## config.mk

```make
export PLATFORM = sky130hd
export DESIGN_NAME = fptc_fifo
export DESIGN_NICKNAME = d
export VERILOG_FILES = /design/src/fptc_pkg.sv /design/src/fptc_fifo.sv
export SDC_FILE = /design/constraint.sdc
export NUM_CORES = 1
export LEC_CHECK = 0
export ABC_AREA = 1
export BUFFER_PORTS_ARGS = -buffer_cell sky130_fd_sc_hd__buf_2
export CORE_ASPECT_RATIO = 1.75
export CORE_MARGIN = 4
export CORE_UTILIZATION = 35
export CTS_CLUSTER_DIAMETER = 80
export DETAILED_ROUTE_END_ITERATION = 16
export SLEW_MARGIN = 0
export SYNTH_ARGS = -nofsm -noshare
export SYNTH_HDL_FRONTEND = slang
export SYNTH_SLANG_ARGS = --single-unit
```

## constraint.sdc

```tcl
create_clock -name clk -period 4 [get_ports clk]
set_input_delay 0.2 -clock clk [delete_from_list [all_inputs] [get_ports clk]]
set_output_delay 0.2 -clock clk [all_outputs]
set_load 0.02 [all_outputs]
```

## src/fptc_pkg.sv

```systemverilog
// package: constants and types for the fifo port timing and configuration block
package fptc_pkg;
    // ==========================================
    // widths and depths
    localparam int FPTC_DATA_W = 36;
    localparam int FPTC_ADDR_W = 4;
    localparam int FPTC_OFS_W = 4;
    // ==========================================
    // reset values
    localparam logic [FPTC_DATA_W-1:0] FPTC_DOUT_RST = 36'h0_0000_0000;
    localparam logic [FPTC_OFS_W-1:0] FPTC_AE_OFS_RST = 4'h2;
    localparam logic [FPTC_OFS_W-1:0] FPTC_AF_OFS_RST = 4'h2;
    // ==========================================
    // port timing encodings
    localparam logic FPTC_SYNC = 1'b1;
    localparam logic FPTC_ASYNC = 1'b0;
    // ==========================================
    // configuration state
    typedef enum logic [2:0] {
        FPTC_ST_RESET = 3'b001,
        FPTC_ST_CAPTURE = 3'b010,
        FPTC_ST_RUN = 3'b100
    } fptc_state_t;
endpackage

```

## src/fptc_fifo.sv

```systemverilog
// fifo core: write/read port timing, configuration latch, offset registers
`timescale 1ns/1ps
// How it works
// - sync write stores word on gated clock
// - async write stores on strobe rising edge
// - write gate qualifies sync-mode data and offset writes
// - serial enable gates offset shifting
// - read timing select sampled at reset
// - write timing select sampled at reset
// - async ports only in ball-grid variant
// - sync read delivers word on gated clock
// - async read delivers on strobe edge
// - reset clears pointers, output, latches selects
// - offset access routes gated edges to offsets
module fptc_fifo
    import fptc_pkg::*;
#(
    parameter int DATA_W = fptc_pkg::FPTC_DATA_W,
    parameter int ADDR_W = fptc_pkg::FPTC_ADDR_W,
    parameter int OFS_W = fptc_pkg::FPTC_OFS_W,
    parameter bit BGA_PACKAGE = 1'b1
) (
    input wire logic clk, // system clock
    input wire logic rst, // async reset, active high
    input wire logic full_reset, // full reset, active high, synchronous
    input wire logic write_port_timing_select, // 1 sync, 0 strobe write
    input wire logic read_port_timing_select, // 1 sync, 0 strobe read
    input wire logic fall_through_mode, // 1 fall-through timing requested
    input wire logic write_strobe, // write clock enable or strobe level
    input wire logic write_gate, // write enable, active high
    input wire logic read_strobe, // read clock enable or strobe level
    input wire logic read_gate, // read enable, active high
    input wire logic offset_access_select, // 1 offset registers instead of memory
    input wire logic serial_offset_load_enable, // serial offset shifting enable
    input wire logic serial_in, // serial offset data bit
    input wire logic [DATA_W-1:0] din, // write data
    output logic [DATA_W-1:0] dout, // read data, registered
    output logic empty, // memory empty
    output logic full, // memory full
    output logic almost_empty_flag, // low when fewer words than empty offset
    output logic almost_full_flag, // low when free slots at or below full offset
    output logic write_sync_mode, // latched write timing
    output logic read_sync_mode, // latched read timing
    output logic config_error // async read with fall-through requested
);
    import fptc_pkg::*;
    // ==========================================
    // parameter checks
    initial begin
        // serial chain holds both offsets, 2*OFS_W bits; offsets must fit below the data word
        if (DATA_W <= 2*OFS_W || ADDR_W < 2 || OFS_W < 2 || OFS_W > ADDR_W) begin
            $error("fptc_fifo: unsupported width or depth");
        end
    end
    localparam int DEPTH = 1 << ADDR_W;
    localparam logic [ADDR_W:0] DEPTH_C = (ADDR_W+1)'(DEPTH);
    // ==========================================
    // configuration latch
    fptc_state_t state_r;
    logic wsync_r, rsync_r, fall_through_mode_r;
    logic wstb_d_r, rstb_d_r;
    always_ff @(posedge clk or posedge rst) begin
        if (rst) begin
            state_r <= FPTC_ST_RESET;
        end else begin
            case (state_r)
                FPTC_ST_RESET: state_r <= FPTC_ST_CAPTURE;
                FPTC_ST_CAPTURE: if (!full_reset) state_r <= FPTC_ST_RUN;
                FPTC_ST_RUN: if (full_reset) state_r <= FPTC_ST_CAPTURE;
                default: state_r <= FPTC_ST_RESET;
            endcase
        end
    end
    wire logic in_reset = (state_r != FPTC_ST_RUN) || full_reset;
    // selects are caught while full reset is held; later changes are not seen
    always_ff @(posedge clk or posedge rst) begin
        if (rst) begin
            wsync_r <= FPTC_SYNC;
            rsync_r <= FPTC_SYNC;
            fall_through_mode_r <= 1'b0;
        end else if (full_reset) begin
            wsync_r <= write_port_timing_select | ~BGA_PACKAGE;
            rsync_r <= read_port_timing_select | ~BGA_PACKAGE;
            fall_through_mode_r <= fall_through_mode;
        end
    end
    assign write_sync_mode = wsync_r;
    assign read_sync_mode = rsync_r;
    // fall-through with strobe read is illegal; flagged, standard timing kept
    assign config_error = ~rsync_r & fall_through_mode_r;
    // ==========================================
    // port event decode
    always_ff @(posedge clk or posedge rst) begin
        if (rst) begin
            wstb_d_r <= 1'b0;
            rstb_d_r <= 1'b0;
        end else begin
            wstb_d_r <= write_strobe;
            rstb_d_r <= read_strobe;
        end
    end
    // strobe mode ignores the gate, which the writer holds active anyway
    wire logic wr_ev = wsync_r ? (write_strobe & write_gate) : (write_strobe & ~wstb_d_r);
    wire logic rd_ev = rsync_r ? (read_strobe & read_gate) : (read_strobe & ~rstb_d_r);
    wire logic wr_mem = wr_ev & ~offset_access_select & ~in_reset;
    wire logic rd_mem = rd_ev & ~offset_access_select & ~in_reset;
    wire logic wr_ofs = wr_ev & offset_access_select & ~in_reset;
    wire logic rd_ofs = rd_ev & offset_access_select & ~in_reset;
    // ==========================================
    // memory and pointers
    logic [DATA_W-1:0] mem [DEPTH];
    logic [ADDR_W:0] wptr_r, rptr_r;
    logic [ADDR_W:0] count;
    assign count = wptr_r - rptr_r;
    assign empty = (count == '0);
    assign full = (count == DEPTH_C);
    wire logic do_wr = wr_mem & ~full;
    wire logic do_rd = rd_mem & ~empty;
    always_ff @(posedge clk) begin
        if (do_wr) begin
            mem[wptr_r[ADDR_W-1:0]] <= din;
        end
    end
    always_ff @(posedge clk or posedge rst) begin
        if (rst) begin
            wptr_r <= '0;
        end else if (full_reset) begin
            wptr_r <= '0;
        end else if (do_wr) begin
            wptr_r <= wptr_r + 1'b1;
        end
    end
    always_ff @(posedge clk or posedge rst) begin
        if (rst) begin
            rptr_r <= '0;
        end else if (full_reset) begin
            rptr_r <= '0;
        end else if (do_rd) begin
            rptr_r <= rptr_r + 1'b1;
        end
    end
    // ==========================================
    // offset registers: ae in low half, af in high half of the serial chain
    logic [OFS_W-1:0] ae_ofs_r, af_ofs_r;
    always_ff @(posedge clk or posedge rst) begin
        if (rst) begin
            ae_ofs_r <= FPTC_AE_OFS_RST;
            af_ofs_r <= FPTC_AF_OFS_RST;
        end else if (full_reset) begin
            ae_ofs_r <= FPTC_AE_OFS_RST;
            af_ofs_r <= FPTC_AF_OFS_RST;
        end else if (!in_reset && serial_offset_load_enable && write_gate && write_strobe) begin
            {af_ofs_r, ae_ofs_r} <= {af_ofs_r[OFS_W-2:0], ae_ofs_r, serial_in};
        end else if (wr_ofs && !serial_offset_load_enable) begin
            {af_ofs_r, ae_ofs_r} <= din[2*OFS_W-1:0];
        end
    end
    logic [ADDR_W:0] free_cnt;
    assign free_cnt = DEPTH_C - count;
    assign almost_empty_flag = (count >= {{(ADDR_W+1-OFS_W){1'b0}}, ae_ofs_r});
    assign almost_full_flag = (free_cnt > {{(ADDR_W+1-OFS_W){1'b0}}, af_ofs_r});
    // ==========================================
    // output register
    always_ff @(posedge clk or posedge rst) begin
        if (rst) begin
            dout <= FPTC_DOUT_RST;
        end else if (full_reset) begin
            dout <= FPTC_DOUT_RST;
        end else if (do_rd) begin
            dout <= mem[rptr_r[ADDR_W-1:0]];
        end else if (rd_ofs) begin
            dout <= {{(DATA_W-2*OFS_W){1'b0}}, af_ofs_r, ae_ofs_r};
        end
    end
    // ==========================================
    // checks
    a_full_write_ignored: assert property (@(posedge clk) disable iff (rst)
        (wr_mem && full) |=> $stable(wptr_r)) else $error("write when full moved pointer");
    a_sync_write_moves: assert property (@(posedge clk) disable iff (rst)
        (wsync_r && write_strobe && write_gate && !offset_access_select && !in_reset && !full)
        |=> wptr_r == $past(wptr_r) + 1'b1) else $error("gated sync write not stored");
    a_async_write_edge: assert property (@(posedge clk) disable iff (rst)
        (!wsync_r && !in_reset && !full_reset && !offset_access_select && !full && $rose(write_strobe))
        |=> wptr_r != $past(wptr_r)) else $error("strobe edge not stored");
    a_no_gate_no_write: assert property (@(posedge clk) disable iff (rst)
        (wsync_r && !write_gate && !full_reset) |=> $stable(wptr_r)) else $error("ungated write");
    a_serial_shift: assert property (@(posedge clk) disable iff (rst)
        (!in_reset && serial_offset_load_enable && write_gate && write_strobe)
        |=> ae_ofs_r[0] == $past(serial_in)) else $error("serial offset bit not shifted in");
    a_serial_gated: assert property (@(posedge clk) disable iff (rst)
        (!serial_offset_load_enable && !wr_ofs && !full_reset) |=> $stable(ae_ofs_r))
        else $error("offset changed without enable");
    a_read_latch: assert property (@(posedge clk) disable iff (rst)
        full_reset |=> rsync_r == ($past(read_port_timing_select) | ~BGA_PACKAGE))
        else $error("read select not latched");
    a_write_latch: assert property (@(posedge clk) disable iff (rst)
        full_reset |=> wsync_r == ($past(write_port_timing_select) | ~BGA_PACKAGE))
        else $error("write select not latched");
    a_fall_through_mode_report: assert property (@(posedge clk) disable iff (rst)
        full_reset |=> config_error == (~($past(read_port_timing_select) | ~BGA_PACKAGE) & $past(fall_through_mode)))
        else $error("fall-through with strobe read not reported");
    a_qfp_sync: assert property (@(posedge clk) disable iff (rst)
        !BGA_PACKAGE |-> (wsync_r && rsync_r)) else $error("async port in flat pack");
    a_sync_read: assert property (@(posedge clk) disable iff (rst)
        (rsync_r && read_strobe && read_gate && !offset_access_select && !in_reset && !empty)
        |=> rptr_r == $past(rptr_r) + 1'b1) else $error("gated sync read missed");
    a_empty_read_ignored: assert property (@(posedge clk) disable iff (rst)
        (rd_mem && empty) |=> $stable(rptr_r)) else $error("read when empty moved pointer");
    a_async_read: assert property (@(posedge clk) disable iff (rst)
        (!rsync_r && !in_reset && !full_reset && !offset_access_select && !empty && $rose(read_strobe))
        |=> rptr_r != $past(rptr_r)) else $error("read strobe missed");
    a_reset_clears: assert property (@(posedge clk) disable iff (rst)
        full_reset |=> (wptr_r == '0 && rptr_r == '0 && dout == FPTC_DOUT_RST))
        else $error("full reset did not clear");
    // offsets may be rewritten at the same edge, so the value read is the one before it
    a_offset_route: assert property (@(posedge clk) disable iff (rst)
        (rd_ofs && !do_rd) |=> dout[2*OFS_W-1:0] == $past({af_ofs_r, ae_ofs_r}))
        else $error("offset read missed");
endmodule

```

=== Word-level counts from Yosys, hierarchy flattened ===
Memories as Yosys holds them, arrays and structs flattened.
Index checks and enable logic that the tools add are counted.

* $add $sub $neg: 4
* Reductions and logical operators: 13
* Eq/ne operators: 7
* $lt $le $gt $ge: 2
* Multiplexer cells: 20
* Bitwise operators: 22

{| class="wikitable"
|+ Operators with widths
! cell !! count
|-
| $mux W36 || 3
|-
| $mux W4 || 6
|-
| $mux W5 || 4
|-
| $and A1 B1 Y1 || 15
|-
| $add A5 B1 Y5 const B || 2
|-
| $pmux W3 S3 || 1
|-
| $not A1 Y1 || 7
|-
| $mux W3 || 2
|-
| $reduce_bool A3 Y1 || 2
|-
| $eq A5 B5 Y1 const B || 1
|-
| $ge A5 B4 Y1 || 1
|-
| $gt A5 B4 Y1 || 1
|-
| $logic_not A5 Y1 || 1
|-
| $sub A5 B5 Y5 || 1
|-
| $sub A5 B5 Y5 const A || 1
|-
| $logic_and A1 B1 Y1 || 4
|-
| $mux W1 || 4
|-
| $ne A2 B2 Y1 const B || 2
|-
| $reduce_bool A2 Y1 || 2
|-
| $eq A3 B1 Y1 const B || 1
|-
| $eq A3 B2 Y1 const B || 1
|-
| $eq A3 B3 Y1 const B || 1
|-
| $ne A3 B3 Y1 const B || 1
|-
| $logic_not A1 Y1 || 2
|-
| 2 further kinds || 2
|}

* RAM bits: 576
* Output and inout bits: 43
* Logic and storage cells: 80
* Memories kept: 1
* Input bits: 49
* Flip-flop bits (word level): 62

{| class="wikitable"
|+ Memories
! name !! depth !! width !! rd ports !! clocked after Yosys merged registers in !! write ports !! line !! RTL
|-
| mem || 16 || 36 || 1 || 0 || 1 || fptc_fifo.sv:111 || <nowiki>logic [DATA_W-1:0] mem [DEPTH];</nowiki>
|}

=== Logic depth before layout (Yosys ltp) ===
Gate-level depths: netlist of the first run.

* Depth after elaboration: 9
* Gate-level depth with buffers: 18
* Depth with buffers taken out: 17

=== Least setup slack after synthesis of the first run ===
Ideal clock, no wire load.

* Kind: register -> register
* Start: reg rptr_r[1]
* End: mem mem[11][0] (netlist name), enable pin
* Cell stages (with the launch flop): 14
* Path slack: -449 ps
* Buffers on the path: 2
* Setup time: 429 ps
* Data required time: 3571 ps
* Arrival time: 4020 ps
* Period minus slack after synthesis: 4449 ps
* Path through: dfrtp_1 -> inv_2 -> buf_2 -> buf_2 -> fa_1 -> inv_1 -> ha_1 -> nor3b_1 -> ha_1 -> nor2_1 -> nand3_1 -> inv_1 -> nand2_1 -> nor2_1

* Cells in the longest elaborated chain, start to end: 6

{| class="wikitable"
|+ RTL lines
! what !! line !! RTL
|-
| start: declaration || fptc_fifo.sv:112 || <nowiki>logic [ADDR_W:0] wptr_r, rptr_r;</nowiki>
|-
| start signal: assignment || fptc_fifo.sv:139 || <nowiki>rptr_r <= rptr_r + 1'b1;</nowiki>
|-
| $sub A5 B5 Y5 || fptc_fifo.sv:114 || <nowiki>assign count = wptr_r - rptr_r;</nowiki>
|-
| $eq A5 B5 Y1 || fptc_fifo.sv:116 || <nowiki>assign full = (count == DEPTH_C);</nowiki>
|-
| named net full || fptc_fifo.sv:39 || <nowiki>output logic full,</nowiki>
|-
| $not A1 Y1 || fptc_fifo.sv:117 || <nowiki>wire logic do_wr = wr_mem & ~full;</nowiki>
|-
| $and A1 B1 Y1 || fptc_fifo.sv:117 ||
|-
| $mux W1 || fptc_fifo.sv:120 || <nowiki>if (do_wr) begin</nowiki>
|-
| $mux W1 (implied by the code) || fptc_fifo.sv:121 || <nowiki>mem[wptr_r[ADDR_W-1:0]] <= din;</nowiki>
|-
| end: declaration || fptc_fifo.sv:111 ||
|}

The timed path passes the listed nets, and every way through them passes these cells.

=== Worst setup path in the final report of the first run ===
* Start: reg wptr_r[0]
* End: mem mem[2][26] (netlist name), enable pin

* Cells in the longest elaborated chain, start to end: 6

{| class="wikitable"
|+ RTL lines
! what !! line !! RTL
|-
| start: declaration || fptc_fifo.sv:112 ||
|-
| start signal: assignment || fptc_fifo.sv:130 || <nowiki>wptr_r <= wptr_r + 1'b1;</nowiki>
|-
| $sub A5 B5 Y5 || fptc_fifo.sv:114 ||
|-
| $eq A5 B5 Y1 || fptc_fifo.sv:116 ||
|-
| $not A1 Y1 || fptc_fifo.sv:117 ||
|-
| $and A1 B1 Y1 || fptc_fifo.sv:117 ||
|-
| $mux W1 || fptc_fifo.sv:120 ||
|-
| $mux W1 (implied by the code) || fptc_fifo.sv:121 ||
|}

Several ways; a longest one is shown, not always the timed one.

==> results of run 1 <==
[where the power goes]
| group | leakage (nW) | internal, mW | switching, mW |
|---|---|---|---|
| logic | 4.34 | 0.0719 | 0.238 |
| clock network | 0.820 | 2.82 | 2.31 |
| registers | 5.99 | 7.30 | 0.0262 |
[stage by stage]
| step | cells | instance area (um2) | total power, mW |
|---|---|---|---|
| 6_report | 3345 | 29700 | 12.8 |
| 5_1_grt | 3345 | 29700 | 13.2 |
| 4_1_cts | 3345 | 29700 | 12.9 |
| 3_5_place_dp | 3238 | 27900 | 7.78 |
| 3_3_place_gp | 3238 | 27900 | 7.76 |
| 2_1_floorplan | 2282 | 26200 | 7.58 |
[synth_stat cells (5+ instances only)]
cell	n
dfstp_2	5
inv_1	88
buf_2	63
edfxtp_1	576
nand3_1	350
buf_4	6
a21boi_0	29
nor3_1	30
nand2_1	713
o21ai_0	80
nor2_1	135
dfrtp_1	57
xor2_1	5
a21oi_1	44
clkbuf_1	42
ha_1	20
buf_1	10
[final cells by class]
cell class | count | area (um2)
Clock buffer | 68 | 1410
Fill cell | 6903 | 44500
Clock inverter | 28 | 267
Timing Repair Buffer | 151 | 1070
Multi-Input combinational cell | 1430 | 6560
Inverter | 92 | 359
Tap cell | 938 | 1170
Sequential cell | 638 | 18900
[worst paths after layout]
path / end / depth (start not counted)
max in group asynchronous: dout[18] / 4
worst max register to register: mem[2][26] / 14
min in group asynchronous: rstb_d_r / 3
worst min-delay path: state_r[2] / 2
worst min register to register: dout[27] / 2
worst max-delay path: mem[2][26] / 14
[state kept, by name (all words and copies together), names as in the netlist]
| register | cells |
|---|---|
| read_sync_mode | 1 |
| af_ofs_r | 4 |
| fall_through_mode_r | 1 |
| state_r | 3 |
| mem | 576 |
| dout | 36 |
| wstb_d_r | 1 |
| wptr_r | 5 |
| write_sync_mode | 1 |
| ae_ofs_r | 4 |
| rstb_d_r | 1 |
| rptr_r | 5 |
[layer usage]
layer	vias up	wire length [um]	global-route usage, %
met5	-	12	0
li1	8007	-	-
met4	2	2280	6.30
met1	8473	27200	20.5
met3	115	3270	2.17
met2	502	35200	29.9
[logic make-up (layout without fill, tap and decap cells)]
family	Yosys count	count (layout)	share of synthesized area (%)
and+or+nand+nor	1245	1245	20.0
xor gates and xnor gates	7	7	0.234
buffers and inverters	214	339	3.47
DFF	638	638	72.0
AOI/OAI and AO/OA	157	157	3.31
adders and majority gates	21	21	1.03
[repair_timing]
action / CTS / global route
endpoints found under the setup margin: 0 / 0
hold buffers: 11 / 0
hold endpoints to repair: 50 / 0
[worst max-delay path: cells and delay by family, from the launching register on]
family / cells / cell delay, ns
simple gates: 7 / 1.28
buf+inv: 4 / 0.82
fa+ha+maj: 3 / 0.79
flops: 1 / 0.41
==> reports/metrics.yaml, run 1 <==
cts:
  cts_resized: 0
  cts_setup_buffers: 0
  clk_transition_reported_paths_ns: 0.07
  insertion_delay_ns: 0.59
  root_buffer: "clkbuf_16"
  cts_tree: "done"
  h-tree-depth: 2
  numCtsBuffers: 53
  cts_num_sinks: 638
  cts_buffer_depth: 3
setup_path:
  r2r-start: "wptr_r[0]"
  cp_common_cell: "inv_1"
  endpoint_kind: "flip-flop"
  cp_max_fo: 22
  r2r_slack_ns: 0.35
  crit_type: "flip-flop to flip-flop"
  cp.required_ns: 4.25
  critPathSlowestCell: "dfrtp_1"
  arrival_ns: 3.90
  worst_path_largest_cell_delay_ns: 0.41
  worstSetupStartpoint: "wptr_r[0]"
  crit_chain: "inv_1, ha_1, inv_1, fa_1, or2_2, nand2_1, nor3b_1, ha_1, nor2_1, nand3_1, inv_1, nand2_1, nor2_4, buf_4"
  cp-start-kind: "flip-flop"
power:
  powerDensity_mw_per_mm2: 430
  cellLeakagePower_nw: 11.2
  irDropWorstVdd_v: 0.000293
floorplanning:
  dieArea_mm2: 0.0794
  die_w_um: 215
  ios: 92
  core_mm2: 0.0742
  start_util_pct: 35.3
  die_h_um: 370
  rows: 132
timing:
  whs_ns: 0.0248
  max_clock_freq_ghz: 0.274
  slew-limit-headroom_pct: 21.0
  fin_skew_ns: 0.0167
  period_share_pct: 91.3
  slew_viol_final: 0
  rsz0062_at_grt: "false"
  worst_slew_pin_slew_ns: 1.19
  timing.final.ws_setup_ns: 0.347
  min_period_ns: 3.65
  setup_viol: 0
  finalHoldViolations: 0
  setup_tns_ns: 0
placement:
  place_hpwl_um: 41100
  numPortBuffers: 91
  routabilityCongestion: 0.864
  place_ws_ns: 0.365
route:
  first_pass_iters: 7
  vias: 17099
  wl_um: 68000
  antenna_left: 0
  via_per_inst: 5.11
  drt_iter0_markers: 1406
  routedWlPerCell_um: 20.3
  remaining_drc_errors: 0
cells_and_area:
  nets: 2436
  diodes: 0
  utilization_pct: 40.1
  drive_gt1_share_pct: 10.6
  syn2layout_area_growth_pct: 13.4
  mostFrequentLayoutCell: "nand2_1"
  final_cell_mix: "713 x nand2_1, 576 x edfxtp_1, 349 x nand3_1, 118 x nor2_1, 91 x buf_2"
logic_synthesis:
  synth-edff-count: 576
  synth_top_cell_by_area: "edfxtp_1"
  syn_area_mm2: 0.0262
  synth.yosys.seq_area_share_pct: 72.0
  ys_types: 36
  ys_ff_latch: 638
  ys_top_cells_by_area: "edfxtp_1 66%, nand2_1 10%, nand3_1 6.7%, dfrtp_1 5.4%, nor2_1 1.9%"
  netlist_instances: 2282
  synth_top_area_share_pct: 66.0
  yosysWarnings: 0
  syn_area_per_cell_um2: 11.5
  syn_nets: 2352
  synth-async-reset-ratio_pct: 9.72
  synth_flop_cell: "edfxtp_1"
run_status:
  status: "finished, final reports clean"
grt:
  grt_pass1_vias: 16950
  grt_overflow: 0
  antenna_found_initial: 1
  grt_max_degree: 209
  grt_pass1_wl_um: 103000
  grt_use_total_pct: 16.7
flow_run:
  drv_cap: 0
min_path:
  min_path_type: "input pin to flip-flop"
  worst_hold_startpoint: "full_reset"
Note: power is estimated with default switching activity, not from simulation.
==> run 2, diff against run 1 <==
--- a/config.mk
+++ b/config.mk
@@ -7,11 +7,14 @@
 export LEC_CHECK = 0
 export ABC_AREA = 1
 export BUFFER_PORTS_ARGS = -buffer_cell sky130_fd_sc_hd__buf_2
+export CELL_PAD_IN_SITES_DETAIL_PLACEMENT = 1
+export CELL_PAD_IN_SITES_GLOBAL_PLACEMENT = 1
 export CORE_ASPECT_RATIO = 1.75
 export CORE_MARGIN = 4
 export CORE_UTILIZATION = 35
 export CTS_CLUSTER_DIAMETER = 80
 export DETAILED_ROUTE_END_ITERATION = 16
+export PLACE_DENSITY_LB_ADDON = 0.1
 export SLEW_MARGIN = 0
 export SYNTH_ARGS = -nofsm -noshare
 export SYNTH_HDL_FRONTEND = slang
==> run 2 against run 1 <==
Die area unchanged. Flip-flop and latch count unchanged. Routed wire length is 19% higher. Setup slack got worse by 0.072 ns. Combinational power is 13% higher. Non-clock buffer count up 45.
==> reports/metrics.yaml, run 2 (synthesized netlist as in run 1, its figures left out) <==
run_status:
  status: "finished, final reports clean"
min_path:
  worst_hold_startpoint: "din[31]"
  min_path_type: "input pin to flip-flop"
  whs_path_depth: 1  # -1
route:
  drt_iter0_markers: 1140  # -19%
  antenna_left: 0  # unchanged
  first_pass_iters: 5  # -2
  wl_um: 80900  # +19%
  routedWlPerCell_um: 23.7  # +17%
  remaining_drc_errors: 0  # unchanged
  vias: 17485  # +2.3%
  via_per_inst: 5.13  # +0.37%
cts:
  h-tree-depth: 2  # unchanged
  insertion_delay_ns: 0.65  # +0.06 ns
  numCtsBuffers: 61  # +15%
  clk_transition_reported_paths_ns: 0.06  # about the same
  root_buffer: "clkbuf_16"
  cts_tree: "done"
  cts_num_sinks: 638  # unchanged
  cts_buffer_depth: 3  # unchanged
placement:
  numPortBuffers: 91  # unchanged
  place_hpwl_um: 48000  # +17%
  routabilityCongestion: 0.758  # -12%
  placed_area_mm2: 0.0280  # +0.41%
setup_path:
  worstSetupStartpoint: "wptr_r[0]"
  r2r-start: "wptr_r[0]"
  cp-start-kind: "flip-flop"
  endpoint_kind: "flip-flop"
  cp_max_fo: 27  # +23%
  r2r_cells: 14  # unchanged
  cp.required_ns: 4.34  # +0.09 ns
  crit_type: "flip-flop to flip-flop"
  arrival_ns: 4.06  # +0.16 ns
grt:
  grt_max_degree: 171  # -18%
  grt_overflow: 0  # unchanged
  antenna_found_initial: 1  # unchanged
  grt_pass1_wl_um: 121000  # +18%
  grt_use_total_pct: 20.3  # +3.6 points
  grt_pass1_vias: 18809  # +11%
timing:
  rsz0062_at_grt: "false"
  fin_skew_ns: 0.0189  # +0.00213 ns
  setup_tns_ns: 0  # unchanged
  max_clock_freq_ghz: 0.268  # -1.9%
  slew-limit-headroom_pct: 20.3  # -0.67 points
  min_period_ns: 3.73  # +0.0725 ns
  finalHoldViolations: 0  # unchanged
  slew_viol_final: 0  # unchanged
  period_share_pct: 93.1  # +1.8 points
  setup_viol: 0  # unchanged
  worst_slew_pin_slew_ns: 1.20  # +0.0101 ns
floorplanning:
  core_mm2: 0.0742  # unchanged
  die_w_um: 215  # unchanged
  start_util_pct: 35.3  # unchanged
  dieArea_mm2: 0.0794  # unchanged
  rows: 132  # unchanged
  die_h_um: 370  # unchanged
  ios: 92  # unchanged
power:
  p_int_mw: 10.6  # +3.7%
  cellLeakagePower_nw: 11.5  # +2.8%
  powerDensity_mw_per_mm2: 441  # +2.6%
  p_clk_share_pct: 42.8  # +2.6 points
  seqPwrFrac_pct: 54.6  # -2.8 points
  switching_share_pct: 21.3  # +1.1 points
  irDropWorstVdd_v: 0.000331  # +13%
  switching_power_mw: 2.85  # +11%
  power_mw: 13.4  # +5.1%
  power_frac_comb_pct: 2.6  # +0.2 points
cells_and_area:
  stdcell_area_mm2: 0.0304  # +2.5%
  largest_reg_flops: 576  # unchanged
  mostFrequentLayoutCell: "nand2_1"
  final_cell_mix: "712 x nand2_1, 576 x edfxtp_1, 349 x nand3_1, 118 x nor2_1, 91 x buf_2"
  utilization_pct: 41.0  # +0.99 points
  drive_gt1_share_pct: 11.6  # +0.94 points
  syn2layout_area_growth_pct: 16.2
  diodes: 0  # unchanged
  nets: 2489  # +2.2%
flow_run:
  drv_cap: 0  # unchanged
## run 2: worst max-delay path, cell delays in order (launching register included)
cell and delay (ns):
dfrtp_1 0.41, inv_1 0.16, ha_1 0.18, inv_1 0.06
fa_1 0.50, inv_1 0.06, ha_1 0.21, nor3b_1 0.16
ha_1 0.21, nor2_1 0.08, nand3_1 0.17, inv_1 0.27
nand2_1 0.27, nor2_4 0.36, buf_12 0.27
## run 2: final timing paths
kind                            slack, ns             endpoint
worst max-delay path                 0.27           mem[3][21]
worst min-delay path                 0.03          mem[12][31]
worst max register to register       0.27           mem[3][21]
worst min register to register       0.48             dout[26]
max in group asynchronous            2.68          ae_ofs_r[1]
min in group asynchronous            0.31  fall_through_mode_r
## run 2: metal layers
metal / GRT usage [%] / wire [um] / up-vias
li1: - / - / 8139
met1: 25.1 / 33700 / 8945
met2: 36.5 / 41600 / 290
met3: 2.75 / 3030 / 111
met4: 6.70 / 2640 / 0
met5: 0 / 0 / -
## run 2: repair_timing
action	CTS	global route
endpoints found under the setup margin	0	38
hold endpoints to repair	523	0
setup buffers	0	2
hold buffers	44	0
gates resized for setup	0	0
## run 2: layout make-up
cell class	count	area (um2)
timing repair buffer	196	1530
multi-input combinational	1430	6560
inverter	92	359
sequential	638	18900
clock buffer	77	1650
clock inverter	37	303
fill	7877	43700
tap	938	1170
## run 2: power by group through the flow
| stage | Sequential (mW) | Clock, mW | Combinational (mW) |
|---|---|---|---|
| finish | 7.33 | 5.74 | 0.350 |
| global route | 7.32 | 6.20 | 0.386 |
| floorplan | 7.47 | 0 | 0.106 |
| global placement | 7.47 | 0 | 0.313 |
| detailed placement | 7.47 | 0 | 0.326 |
| CTS | 7.33 | 5.91 | 0.362 |
## run 2: through the flow
stage,std cells,setup WS (ns),hold slack (ns)
2_1_floorplan,2282,-0.449,0.231
3_3_place_gp,3248,0.221,0.338
3_5_place_dp,3248,0.210,0.345
4_1_cts,3406,0.209,0.00125
5_1_grt,3408,0.0125,0.00224
6_report,3408,0.275,0.0313
